`config.mk`:
```
export PLATFORM = sky130hd
export DESIGN_NAME = usbsfc_core
export DESIGN_NICKNAME = d
export VERILOG_FILES = /design/src/rtl/usbsfc_pkg.sv /design/src/rtl/usbsfc_core.sv
export SDC_FILE = /design/constraint.sdc
export NUM_CORES = 1
export LEC_CHECK = 0
export ABC_AREA = 1
export BUFFER_PORTS_ARGS = -buffer_cell sky130_fd_sc_hd__buf_2
export CAP_MARGIN = 10
export CORE_MARGIN = 3
export CORE_UTILIZATION = 40
export DETAILED_ROUTE_END_ITERATION = 12
export GPL_TIMING_DRIVEN = 0
export HOLD_SLACK_MARGIN = 0.02
export PLACE_DENSITY_LB_ADDON = 0.1
export SYNTH_ARGS = -nofsm -noshare
export SYNTH_HDL_FRONTEND = slang
export SYNTH_SLANG_ARGS = --single-unit
export TNS_END_PERCENT = 30
```
`constraint.sdc`:
```
create_clock -name clk_sys -period 3 [get_ports clk_sys]
set_input_delay 0.3 -clock clk_sys [delete_from_list [all_inputs] [get_ports clk_sys]]
set_output_delay 0.3 -clock clk_sys [all_outputs]
set_load 0.01 [all_outputs]
```
`src/rtl/usbsfc_pkg.sv`:
```
// usbsfc_pkg: register map, field positions and reset values of the usb sie status block
// assumes 32-bit axi4-lite byte addressing, one register per aligned word
package usbsfc_pkg;

  // ----------------------------------------
  // register indices; the byte address is the index times four
  // ----------------------------------------
  localparam logic [7:0] USBSFC_IDX_TOKEN_STATUS = 8'h25;
  localparam logic [7:0] USBSFC_IDX_FIFO_CTRL = 8'h26;
  localparam logic [7:0] USBSFC_IDX_PIPE_DIR = 8'h27;
  localparam logic [7:0] USBSFC_IDX_DEV_ADDR = 8'h23;
  localparam logic [7:0] USBSFC_IDX_EP_SELECT = 8'h22;
  localparam logic [7:0] USBSFC_IDX_IRQ_STATE = 8'h40;

  // ----------------------------------------
  // token status fields
  // ----------------------------------------
  localparam int USBSFC_TS_ADDR_DEFER = 0;
  localparam int USBSFC_TS_FIFO0_FAULT = 1;
  localparam int USBSFC_TS_OUT_RCVD = 2;
  localparam int USBSFC_TS_IN_TOKEN = 3;
  localparam int USBSFC_TS_NAK_SENT = 4;
  localparam int USBSFC_TS_CHECK_FAIL = 5;
  localparam int USBSFC_TS_TOKEN_IDLE = 6;
  localparam int USBSFC_TS_NAK_MASK = 7;
  localparam logic [7:0] USBSFC_TS_RESET = 8'h40;
  localparam logic [7:0] USBSFC_TS_W1_MASK = 8'ha7;

  // ----------------------------------------
  // fifo handshake control fields
  // ----------------------------------------
  localparam int USBSFC_FC_REQUEST = 0;
  localparam int USBSFC_FC_TX_DIR = 1;
  localparam int USBSFC_FC_FLUSH = 2;
  localparam int USBSFC_FC_ISO_IN_EN = 3;
  localparam int USBSFC_FC_ISO_OUT_EN = 4;
  localparam int USBSFC_FC_SETUP = 5;
  localparam int USBSFC_FC_READY = 6;
  localparam int USBSFC_FC_ZERO_LEN = 7;
  localparam logic [7:0] USBSFC_FC_RESET = 8'h00;
  localparam logic [7:0] USBSFC_FC_W_MASK = 8'h3f;

  // ----------------------------------------
  // pipe direction and address
  // ----------------------------------------
  localparam logic [4:0] USBSFC_PD_RESET = 5'h1a;
  localparam logic [7:0] USBSFC_DA_RESET = 8'h00;
  localparam logic [2:0] USBSFC_EP_LAST = 3'h4;

  localparam logic [1:0] USBSFC_RESP_OKAY = 2'h0;
  localparam logic [1:0] USBSFC_RESP_SLVERR = 2'h2;

endpackage
```
`src/rtl/usbsfc_core.sv`:
```
// usbsfc_core: status, fifo handshake and pipe direction registers of a usb sie
// assumes the sie core drives one-cycle event pulses on clk_sys, and software uses axi4-lite
//
// Added by the designer: register access over AXI4-Lite.
`timescale 1ns/1ps
`default_nettype none

module usbsfc_core
  import usbsfc_pkg::*;
(
  input wire logic clk_sys,
  input wire logic reset,
  input wire logic usb_bus_reset,
  // axi4-lite slave
  input wire logic [31:0] s_axi_awaddr,
  input wire logic s_axi_awvalid,
  output logic s_axi_awready,
  input wire logic [31:0] s_axi_wdata,
  input wire logic [3:0] s_axi_wstrb,
  input wire logic s_axi_wvalid,
  output logic s_axi_wready,
  output logic [1:0] s_axi_bresp,
  output logic s_axi_bvalid,
  input wire logic s_axi_bready,
  input wire logic [31:0] s_axi_araddr,
  input wire logic s_axi_arvalid,
  output logic s_axi_arready,
  output logic [31:0] s_axi_rdata,
  output logic [1:0] s_axi_rresp,
  output logic s_axi_rvalid,
  input wire logic s_axi_rready,
  // sie events and status
  input wire logic sie_setup_ok,
  input wire logic sie_in_done,
  input wire logic sie_in_token,
  input wire logic sie_token_active,
  input wire logic sie_nak_sent,
  input wire logic sie_check_fail,
  input wire logic sie_fifo0_error,
  input wire logic sie_out_data,
  input wire logic sie_out_zero,
  input wire logic sie_pkt_setup,
  input wire logic sie_pkt_other,
  input wire logic sie_iso_in_evt,
  input wire logic sie_iso_out_evt,
  input wire logic [4:0] fifo_ready,
  input wire logic fifo_read_strobe,
  // towards fifo logic and sie
  output logic [2:0] endpoint_select,
  output logic fifo_request,
  output logic fifo_tx_dir,
  output logic [4:0] fifo_flush,
  output logic [4:0] force_underrun,
  output logic [6:0] active_address,
  output logic remote_wake_en,
  output logic data_pid_toggle,
  output logic [4:1] ep_pipe_direction,
  output logic usb_irq
);

  // ----------------------------------------
  // bus decode
  // ----------------------------------------
  logic aw_held_q, w_held_q;
  logic [31:0] awaddr_q, wdata_q;
  logic [3:0] wstrb_q;
  logic [31:0] araddr_q;
  logic ar_held_q;

  wire aw_ok = s_axi_awvalid && !aw_held_q && !s_axi_bvalid;
  wire w_ok = s_axi_wvalid && !w_held_q && !s_axi_bvalid;
  wire [31:0] wr_addr = aw_held_q ? awaddr_q : s_axi_awaddr;
  wire [31:0] wr_data = w_held_q ? wdata_q : s_axi_wdata;
  wire [3:0] wr_strb = w_held_q ? wstrb_q : s_axi_wstrb;
  wire wr_fire = (aw_held_q || aw_ok) && (w_held_q || w_ok);
  wire wr_lane0 = wr_fire && wr_strb[0];
  wire [7:0] wd = wr_data[7:0];

  function automatic logic [8:0] reg_index(input logic [31:0] a);
    return a[10:2];
  endfunction

  function automatic logic is_reg(input logic [31:0] a, input logic [7:0] idx);
    return (reg_index(a) == {1'b0, idx}) && (a[31:11] == 21'h0);
  endfunction

  function automatic logic mapped(input logic [31:0] a);
    return is_reg(a, USBSFC_IDX_TOKEN_STATUS) || is_reg(a, USBSFC_IDX_FIFO_CTRL) ||
           is_reg(a, USBSFC_IDX_PIPE_DIR) || is_reg(a, USBSFC_IDX_DEV_ADDR) ||
           is_reg(a, USBSFC_IDX_EP_SELECT) || is_reg(a, USBSFC_IDX_IRQ_STATE);
  endfunction

  // firmware clears by writing zero to the flag's bit; a same-cycle hardware set wins
  function automatic logic sticky_next(input logic hw_set, input logic held,
                                       input logic wr_en, input logic wr_bit);
    return hw_set || (held && !(wr_en && !wr_bit));
  endfunction

  wire wr_ts = wr_lane0 && is_reg(wr_addr, USBSFC_IDX_TOKEN_STATUS);
  wire wr_fc = wr_lane0 && is_reg(wr_addr, USBSFC_IDX_FIFO_CTRL);
  wire wr_pd = wr_lane0 && is_reg(wr_addr, USBSFC_IDX_PIPE_DIR);
  wire wr_da = wr_lane0 && is_reg(wr_addr, USBSFC_IDX_DEV_ADDR);
  wire wr_es = wr_lane0 && is_reg(wr_addr, USBSFC_IDX_EP_SELECT);

  assign s_axi_awready = aw_ok;
  assign s_axi_wready = w_ok;
  assign s_axi_arready = !ar_held_q && !s_axi_rvalid;

  // ----------------------------------------
  // write channel
  // ----------------------------------------
  always_ff @(posedge clk_sys) begin
    if (reset) begin
      aw_held_q <= 1'b0;
      w_held_q <= 1'b0;
      awaddr_q <= 32'h0;
      wdata_q <= 32'h0;
      wstrb_q <= 4'h0;
      s_axi_bvalid <= 1'b0;
      s_axi_bresp <= USBSFC_RESP_OKAY;
    end else if (wr_fire) begin
      aw_held_q <= 1'b0;
      w_held_q <= 1'b0;
      s_axi_bvalid <= 1'b1;
      s_axi_bresp <= mapped(wr_addr) ? USBSFC_RESP_OKAY : USBSFC_RESP_SLVERR;
    end else begin
      if (aw_ok) begin
        aw_held_q <= 1'b1;
        awaddr_q <= s_axi_awaddr;
      end
      if (w_ok) begin
        w_held_q <= 1'b1;
        wdata_q <= s_axi_wdata;
        wstrb_q <= s_axi_wstrb;
      end
      if (s_axi_bvalid && s_axi_bready) begin
        s_axi_bvalid <= 1'b0;
      end
    end
  end

  // ----------------------------------------
  // registers
  // ----------------------------------------
  logic addr_defer_q, fifo0_fault_q, out_rcvd_q, check_fail_q, nak_mask_q, nak_evt_q;
  logic [5:0] fc_q;
  logic [4:0] pd_q;
  logic [7:0] dev_addr_q;
  logic [6:0] active_addr_q;
  logic [2:0] ep_sel_q;
  logic [4:0] underrun_q;
  logic [4:0] zero_len_q;
  logic iso_in_evt_q, iso_out_evt_q;

  // zero-length per endpoint; flag shown for the selected one
  wire sel_valid = ep_sel_q <= USBSFC_EP_LAST;
  wire [4:0] sel_onehot = sel_valid ? (5'h01 << ep_sel_q) : 5'h00;
  wire sel_ready = |(fifo_ready & sel_onehot);
  wire flush_cmd = wr_fc && wd[USBSFC_FC_FLUSH];
  wire ts_clr_w = wr_ts;
  wire new_packet = sie_pkt_setup || sie_pkt_other || sie_out_data || sie_out_zero;

  // bits 3, 4 and 6 follow the engine live; nothing is stored for them
  wire [7:0] ts_view = {nak_mask_q, !sie_token_active, check_fail_q, sie_nak_sent,
                        sie_in_token, out_rcvd_q, fifo0_fault_q, addr_defer_q};
  wire [7:0] fc_view = {|(zero_len_q & sel_onehot), sel_ready, fc_q[5:0]};
  wire [7:0] pd_view = {3'h0, pd_q};

  // ----------------------------------------
  // next values of the event flags
  // ----------------------------------------
  wire fifo0_fault_d = sticky_next(sie_fifo0_error, fifo0_fault_q, ts_clr_w,
                                   wd[USBSFC_TS_FIFO0_FAULT]);
  wire check_fail_d = sticky_next(sie_check_fail, check_fail_q, ts_clr_w,
                                  wd[USBSFC_TS_CHECK_FAIL]);
  // a masked nak is dropped, never parked for later
  wire nak_evt_d = sticky_next(sie_nak_sent && !nak_mask_q, nak_evt_q, ts_clr_w,
                               wd[USBSFC_TS_NAK_SENT]);
  wire iso_in_evt_d = sticky_next(sie_iso_in_evt && fc_q[USBSFC_FC_ISO_IN_EN], iso_in_evt_q,
                                  wr_fc, wd[USBSFC_FC_ISO_IN_EN]);
  wire iso_out_evt_d = sticky_next(sie_iso_out_evt && fc_q[USBSFC_FC_ISO_OUT_EN], iso_out_evt_q,
                                   wr_fc, wd[USBSFC_FC_ISO_OUT_EN]);

  // a flushed fifo answers the next host read with an underrun
  wire [4:0] flush_sel = flush_cmd ? sel_onehot : 5'h00;
  wire [4:0] clear_sel = (sie_in_done || new_packet) ? sel_onehot : 5'h00;
  wire [4:0] underrun_d = (underrun_q | flush_sel) & ~clear_sel;
  wire [4:0] zero_len_d = (zero_len_q & ~(fifo_read_strobe ? sel_onehot : 5'h00)) |
                          (sie_out_zero ? sel_onehot : 5'h00);
  // deferred mode waits until the host has read back, immediate mode takes the write
  wire adopt_now = wr_da && !addr_defer_q;
  wire adopt_late = addr_defer_q && sie_in_done;

  always_ff @(posedge clk_sys) begin
    if (reset) begin
      addr_defer_q <= 1'b0;
      fifo0_fault_q <= 1'b0;
      out_rcvd_q <= 1'b0;
      check_fail_q <= 1'b0;
      nak_mask_q <= 1'b0;
      nak_evt_q <= 1'b0;
      pd_q <= USBSFC_PD_RESET;
      dev_addr_q <= USBSFC_DA_RESET;
      active_addr_q <= 7'h0;
      ep_sel_q <= 3'h0;
    end else begin
      if (wr_ts) begin
        addr_defer_q <= wd[USBSFC_TS_ADDR_DEFER];
        nak_mask_q <= wd[USBSFC_TS_NAK_MASK];
      end
      fifo0_fault_q <= fifo0_fault_d;
      check_fail_q <= check_fail_d;
      if (sie_out_data) begin
        out_rcvd_q <= 1'b1;
      end else if (sie_setup_ok || (ts_clr_w && !wd[USBSFC_TS_OUT_RCVD])) begin
        out_rcvd_q <= 1'b0;
      end
      nak_evt_q <= nak_evt_d;
      if (wr_pd) begin
        pd_q <= wd[4:0];
      end
      if (wr_es) begin
        ep_sel_q <= wd[2:0];
      end
      if (wr_da) begin
        dev_addr_q <= wd;
      end
      if (adopt_now) begin
        active_addr_q <= wd[7:1];
      end else if (adopt_late) begin
        active_addr_q <= dev_addr_q[7:1];
      end
    end
  end

  // ----------------------------------------
  // fifo control, cleared also by usb bus reset
  // ----------------------------------------
  always_ff @(posedge clk_sys) begin
    if (reset || usb_bus_reset) begin
      fc_q <= USBSFC_FC_RESET[5:0];
      underrun_q <= 5'h0;
      zero_len_q <= 5'h0;
      iso_in_evt_q <= 1'b0;
      iso_out_evt_q <= 1'b0;
    end else begin
      if (wr_fc) begin
        fc_q[4:0] <= wd[4:0];
      end
      if (sie_pkt_setup) begin
        fc_q[USBSFC_FC_SETUP] <= 1'b1;
      end else if (sie_pkt_other || sie_out_data || sie_out_zero) begin
        fc_q[USBSFC_FC_SETUP] <= 1'b0;
      end else if (wr_fc) begin
        fc_q[USBSFC_FC_SETUP] <= wd[USBSFC_FC_SETUP];
      end
      underrun_q <= underrun_d;
      zero_len_q <= zero_len_d;
      iso_in_evt_q <= iso_in_evt_d;
      iso_out_evt_q <= iso_out_evt_d;
    end
  end

  // ----------------------------------------
  // read channel
  // ----------------------------------------
  // unmapped words read as zero and answer with a slave error
  wire ar_take = s_axi_arvalid && s_axi_arready;
  wire [7:0] rd_byte = is_reg(araddr_q, USBSFC_IDX_TOKEN_STATUS) ? ts_view :
                       is_reg(araddr_q, USBSFC_IDX_FIFO_CTRL) ? fc_view :
                       is_reg(araddr_q, USBSFC_IDX_PIPE_DIR) ? pd_view :
                       is_reg(araddr_q, USBSFC_IDX_DEV_ADDR) ? dev_addr_q :
                       is_reg(araddr_q, USBSFC_IDX_EP_SELECT) ? {5'h0, ep_sel_q} :
                       is_reg(araddr_q, USBSFC_IDX_IRQ_STATE) ?
                         {5'h0, iso_out_evt_q, iso_in_evt_q, nak_evt_q} : 8'h00;

  always_ff @(posedge clk_sys) begin
    if (reset) begin
      ar_held_q <= 1'b0;
      araddr_q <= 32'h0;
      s_axi_rvalid <= 1'b0;
      s_axi_rdata <= 32'h0;
      s_axi_rresp <= USBSFC_RESP_OKAY;
    end else begin
      if (ar_take) begin
        ar_held_q <= 1'b1;
        araddr_q <= s_axi_araddr;
      end
      if (ar_held_q) begin
        ar_held_q <= 1'b0;
        s_axi_rvalid <= 1'b1;
        s_axi_rdata <= {24'h0, rd_byte};
        s_axi_rresp <= mapped(araddr_q) ? USBSFC_RESP_OKAY : USBSFC_RESP_SLVERR;
      end else if (s_axi_rvalid && s_axi_rready) begin
        s_axi_rvalid <= 1'b0;
      end
    end
  end

  // ----------------------------------------
  // outputs
  // ----------------------------------------
  assign endpoint_select = ep_sel_q;
  assign fifo_request = fc_q[USBSFC_FC_REQUEST];
  assign fifo_tx_dir = fc_q[USBSFC_FC_TX_DIR];
  assign fifo_flush = flush_sel;
  assign force_underrun = underrun_q;
  assign active_address = active_addr_q;
  assign remote_wake_en = dev_addr_q[0];
  assign data_pid_toggle = pd_q[0];
  assign ep_pipe_direction = pd_q[4:1];
  assign usb_irq = nak_evt_q || iso_in_evt_q || iso_out_evt_q || fifo0_fault_q ||
                   check_fail_q;

endmodule

`default_nettype wire

```
Yosys cells after proc, flatten, opt, wreduce, memory -nomap -nowiden
Index checks and enable logic that the tools add are counted.
{"block": "word_totals", "register_bits": 137, "inputBits": 127, "output_inout_bits": 70, "elab_cells": 183}
{"block": "op_classes", "magnitude_cmp": 1, "n_eq_ne": 12, "shift": 1, "muxes": 28, "n_bitwise": 9, "n_reduce_logical": 104}
{"operator": "equality test 9 x 6 -> 1 bit (second input constant)", "count": 10}
{"operator": "logical AND 1 bit", "count": 44}
{"operator": "logical NOT 21 bit", "count": 2}
{"operator": "2-to-1 mux 8 bit", "count": 5}
{"operator": "2-to-1 mux 32 bit", "count": 1}
{"operator": "logical OR 1 bit", "count": 29}
{"operator": "2-to-1 mux 5 bit", "count": 5}
{"operator": "bitwise AND 5 bit", "count": 4}
{"operator": "equality test 9 x 7 -> 1 bit (second input constant)", "count": 2}
{"operator": "logical NOT 1 bit", "count": 18}
{"operator": "2-to-1 mux 7 bit", "count": 2}
{"operator": "2-to-1 mux 1 bit", "count": 11}
{"operator": "NOT 5 bit", "count": 2}
{"operator": "bitwise OR 5 bit", "count": 2}
{"operator": "OR reduction 5 bit", "count": 2}
{"operator": "nonzero test 2 bit", "count": 4}
{"operator": "2-to-1 mux 3 bit", "count": 2}
{"operator": "<< shifter 1 x 3 -> 5 bit (first input constant)", "count": 1}
{"operator": "2-to-1 mux 2 bit", "count": 2}
{"operator": "AND reduction 2 bit", "count": 2}
{"operator": "OR reduction 2 bit", "count": 2}
{"operator": "<= comparator 3 bit (second input constant)", "count": 1}
{"operator": "nonzero test 3 bit", "count": 1}
{"operator": "NOT 1 bit", "count": 1}

Longest topological paths before layout
{"block": "logic_depth", "depth_word": 11, "ltp_mapped": 14, "ltp_nobuf": 14}

Least setup slack after synthesis
OpenSTA, ideal clock, no wires.
{"block": "synth_path", "path_type": "register -> output", "start": "reg aw_held_q", "end": "out fifo_flush[0]", "arrival_ns": 1.456, "required_time_ns": 2.700, "slack_ns": 1.244, "stages_incl_launch_ff": 8, "n_path_buf": 0, "path_cell_list": "dfxtp_1 nor3_2 inv_2 nand2_1 nand3_1 a21oi_1 nand4_4 nor2_2"}
{"block": "synth_via", "elab_chain_len": 9, "word_cells_on_any_way": 13, "cone_classes": "eq/ne (1); mux (2); reduce/logical (10)"}
{"item": "from (decl)", "line_no": "usbsfc_core.sv:64", "text": "logic aw_held_q, w_held_q;"}
{"item": "from (signal assigned)", "line_no": "usbsfc_core.sv:114", "text": "aw_held_q <= 1'b0;"}
{"item": "from (signal assigned)", "line_no": "usbsfc_core.sv:122", "text": "aw_held_q <= 1'b0;"}
{"item": "from (signal assigned)", "line_no": "usbsfc_core.sv:128", "text": "aw_held_q <= 1'b1;"}
{"item": "logical NOT 1 bit", "line_no": "usbsfc_core.sv:70", "text": "wire aw_ok = s_axi_awvalid && !aw_held_q && !s_axi_bvalid;"}
{"item": "logical AND 1 bit (2 in series)", "line_no": "usbsfc_core.sv:70"}
{"item": "net s_axi_awready", "line_no": "usbsfc_core.sv:17", "text": "output logic s_axi_awready,"}
{"item": "logical OR 1 bit", "line_no": "usbsfc_core.sv:75", "text": "wire wr_fire = (aw_held_q || aw_ok) && (w_held_q || w_ok);"}
{"item": "logical AND 1 bit", "line_no": "usbsfc_core.sv:75"}
{"item": "logical AND 1 bit", "line_no": "usbsfc_core.sv:76", "text": "wire wr_lane0 = wr_fire && wr_strb[0];"}
{"item": "logical AND 1 bit", "line_no": "usbsfc_core.sv:100", "text": "wire wr_fc = wr_lane0 && is_reg(wr_addr, USBSFC_IDX_FIFO_CTRL);"}
{"item": "logical AND 1 bit", "line_no": "usbsfc_core.sv:159", "text": "wire flush_cmd = wr_fc && wd[USBSFC_FC_FLUSH];"}
{"item": "2-to-1 mux 5 bit", "line_no": "usbsfc_core.sv:185", "text": "wire [4:0] flush_sel = flush_cmd ? sel_onehot : 5'h00;"}
{"item": "to (decl)", "line_no": "usbsfc_core.sv:52", "text": "output logic [4:0] fifo_flush,"}
The timed path passes the listed nets, and every way through them passes these cells.

Worst setup path in the final report
{"block": "layout_path", "start": "reg aw_held_q", "end": "out fifo_flush[3]"}
{"block": "layout_via", "elab_chain_len": 9, "word_cells_on_any_way": 13, "cone_classes": "eq/ne (1); mux (2); reduce/logical (10)"}
{"item": "parallel branches: the longest is 6 deep, another holds 2-to-1 mux 32 bit"}
{"item": "logical AND 1 bit (*)", "line_no": "usbsfc_core.sv:100"}
{"item": "logical AND 1 bit (*)", "line_no": "usbsfc_core.sv:159"}
{"item": "2-to-1 mux 5 bit (*)", "line_no": "usbsfc_core.sv:185"}
Mark *: on every way between the ends.

==> flow_summary.ini <==
[worst_hold_path]
hold_path_stages = 2
hold_path.class = in -> reg
hold_start = s_axi_rready

[critical_path]
cp.buffers_inverters = 2
crit_slowest_cell = dfxtp_1
worst_path_fanout_max = 9
critPathCaptureType = output port
worst_r2r_startpoint = aw_held_q
cp_top_family = simple AND/OR/NAND/NOR gates
startpoint = aw_held_q
r2r.worst_path.cells = 7
critPathRequiredTime_ns = 2.70
critical-path-max-stage-delay_ns = 0.48
crit_type = reg -> out
timing.critical_path.from_type = register
cp_data_arrival_time_ns = 2.36
crit_path_cell_trace = inv_2 > nor3_1 > nand3_1 > a21oi_1 > nand4_4 > nor2_2 > buf_2
cp.depth = 7

[floorplan]
horizontal_die_dimension_um = 131
die_h_um = 131
initial_utilization_pct = 41.1
core-area_um2 = 15300
placement_rows = 45
num_io_pins = 197
design.die.area_um2 = 17200

[logic_synthesis]
synth_area_per_cell_um2 = 6.78
synthesis.instances = 925
synth_seq_area_share_pct = 41.8
yosys_warnings = 0
synth_cell_type_count = 37
mappedNetlistArea_um2 = 6270
ys_ff_latch = 131

[route]
dr.pass1.iters = 5
routed_wirelength_mm = 17.8
vias_per_cell = 4.72
drt_iter0_drc = 385
detail_route.wl_per_cell_um = 13.4
detail-route-antenna-nets = 0
vias = 6281
remaining_drc_errors = 0

[clocking]
clk_pin_slew_ns = 0.06
cts-htree-levels = 4
holdBufCountCts = 0
clock_tree.root_cell = clkbuf_16
clock_path_buffers = 2
clkSinkCount = 131
number_of_buffers_created_by_cts = 17
postCtsResizedCells = 0
cts_tree = yes
post_cts_buffers = 0
insertion_delay_ns = 0.43

[finish]
syn2layout_area_growth_pct = 26.9
layout-drive-gt1-share_pct = 21.3
final_layout_net_count = 1234
num_antenna_cells = 0
finish.utilization_pct = 52.2
multiInputGateArea_um2 = 3060
regArea_um2 = 2620
fill_cells = 1600
postLayoutCellArea_um2 = 7960

[grt]
grt_max_degree = 17
grt_antenna_before_repair = 0
globalRoute.totalOverflow = 0
grt_usage_pct = 20.9
first_global_vias = 5830
grt_first_pass_wirelength_mm = 28.8

[placed_design]
hpwl_mm = 13.6
place_congestion = 0.901
numPortBuffers = 138
placement.setup.worst_slack_ns = 0.791
dpl-instance-area_um2 = 7320

[timing]
final_report_max_slew_violation_count = 0
measured_slew_at_the_worst_slew_check_pin_ns = 0.769
grt_setup_unrepaired = false
finalCritPeriodShare_pct = 88.6
achievable-frequency_mhz = 376
slew_headroom_pct = 48.2
fin_worst_setup_slack_ns = 0.341
clock_skew_ns = 0.0101
timing.final.setup_violations = 0
post_route_setup_tns_ns = 0
hold_viol_final = 0
final_period_minus_worst_setup_slack_ns = 2.66

[power_and_ir_drop]
vdd_ir_drop_max_mv = 0.401
power_leakage_nw = 3.78
cellPowerDensity_nw_per_um2 = 621

[status]
outcome = complete, no violations

[run]
drv_cap = 0
cells in the mapped netlist (all sizes together):
| library cell | n | share of area (%) |
|---|---|---|
| nor2 | 200 | 12 |
| nand2 | 150 | 9.2 |
| dfxtp | 131 | 42 |
| o21ai | 113 | 9.2 |
| inv | 89 | 5.3 |
| nand3 | 68 | 5.6 |
| a21oi | 63 | 5.1 |
| buf | 32 | 3.9 |
| clkbuf | 25 | 1.5 |
| nor3 | 17 | 1.5 |
| nand4 | 9 | 1.5 |
| o21a | 6 | 0.72 |
| or2 | 6 | 0.60 |
| clkinv | 3 | 0.20 |
| nand3b | 3 | 0.36 |
| o211ai | 3 | 0.36 |
| nor4 | 2 | 0.20 |
| a211oi | 1 | 0.12 |
| and2 | 1 | 0.10 |
| and3 | 1 | 0.10 |
| conb | 1 | 0.060 |
| o211a | 1 | 0.16 |
layout make-up:
class / count / area share, %
Buffer: 57 / 4.23
Tap cell: 211 / 3.32
Inverter: 92 / 4.35
Sequential cell: 131 / 32.9
Clock buffer: 23 / 6.13
Timing Repair Buffer: 138 / 8.68
Clock inverter: 9 / 1.89
Multi-Input combinational cell: 670 / 38.5
logic make-up after synthesis:
group	Yosys count	synth area share [%]
other cells	1	0.0598
flops	131	41.8
simple gates	457	31.6
compound gates	187	15.6
buf+inv	149	10.9
cell usage in the layout, fill, tap and decap left out, types with 7 or more instances in the layout:
cell type and n:
inv_2 7, o21ai_0 104, clkbuf_16 17, nand2_1 144, inv_1 82, buf_4 26
nor3_1 15, nand3_1 66, conb_1 26, dfxtp_1 131, buf_2 140, clkbuf_1 27
nor2_1 191, a21oi_1 62, nor2_2 7
worst register-to-register path, stage by stage, from the launching register on:
cell and delay (ns):
dfxtp_1 0.48, inv_2 0.17, nor3_1 0.23, nand3_1 0.18, nand2_2 0.21, nand3_1 0.30, o21ai_0 0.35, a21oi_1 0.07
sequential cells by signal, indices dropped and copies added, names as in the netlist, 3 cells and up:
name             count
force_underrun       5
wdata_q              8
fc_q                 6
active_address       7
zero_len_q           5
araddr_q            30
s_axi_rdata          8
awaddr_q            30
pd_q                 5
endpoint_select      3
dev_addr_q           8
routing by layer:
layer / up-vias / global-route usage (%) / wire length, um
li1: 3308 / - / -
met1: 2764 / 28.0 / 8440
met2: 187 / 33.4 / 8020
met3: 22 / 5.25 / 1060
met4: 0 / 6.65 / 290
met5: - / 0 / 0
power by group:
group	switching, mW	internal, mW	leakage, nW
registers	0.0745	1.88	1.07
clock network	0.777	1.47	0.309
logic	0.481	0.259	2.40
per-stage QoR:
| stage | cells | hold slack (ns) | total power [mW] |
|---|---|---|---|
| 2_1_floorplan | 950 | 0.404 | 2.49 |
| 3_3_place_gp | 1299 | 0.441 | 2.72 |
| 3_5_place_dp | 1299 | 0.447 | 2.73 |
| 4_1_cts | 1331 | 0.0466 | 4.97 |
| 5_1_grt | 1331 | 0.0607 | 5.19 |
| 6_report | 1331 | 0.0577 | 4.95 |
final timing paths:
| check | end | slack [ns] |
|---|---|---|
| max | fifo_flush[3] | 0.34 |
| min reg2reg | awaddr_q[8] | 0.45 |
| min | s_axi_rvalid | 0.06 |
| max reg2reg | endpoint_select[1] | 0.88 |
No activity file was read; power rests on OpenSTA's default activity.
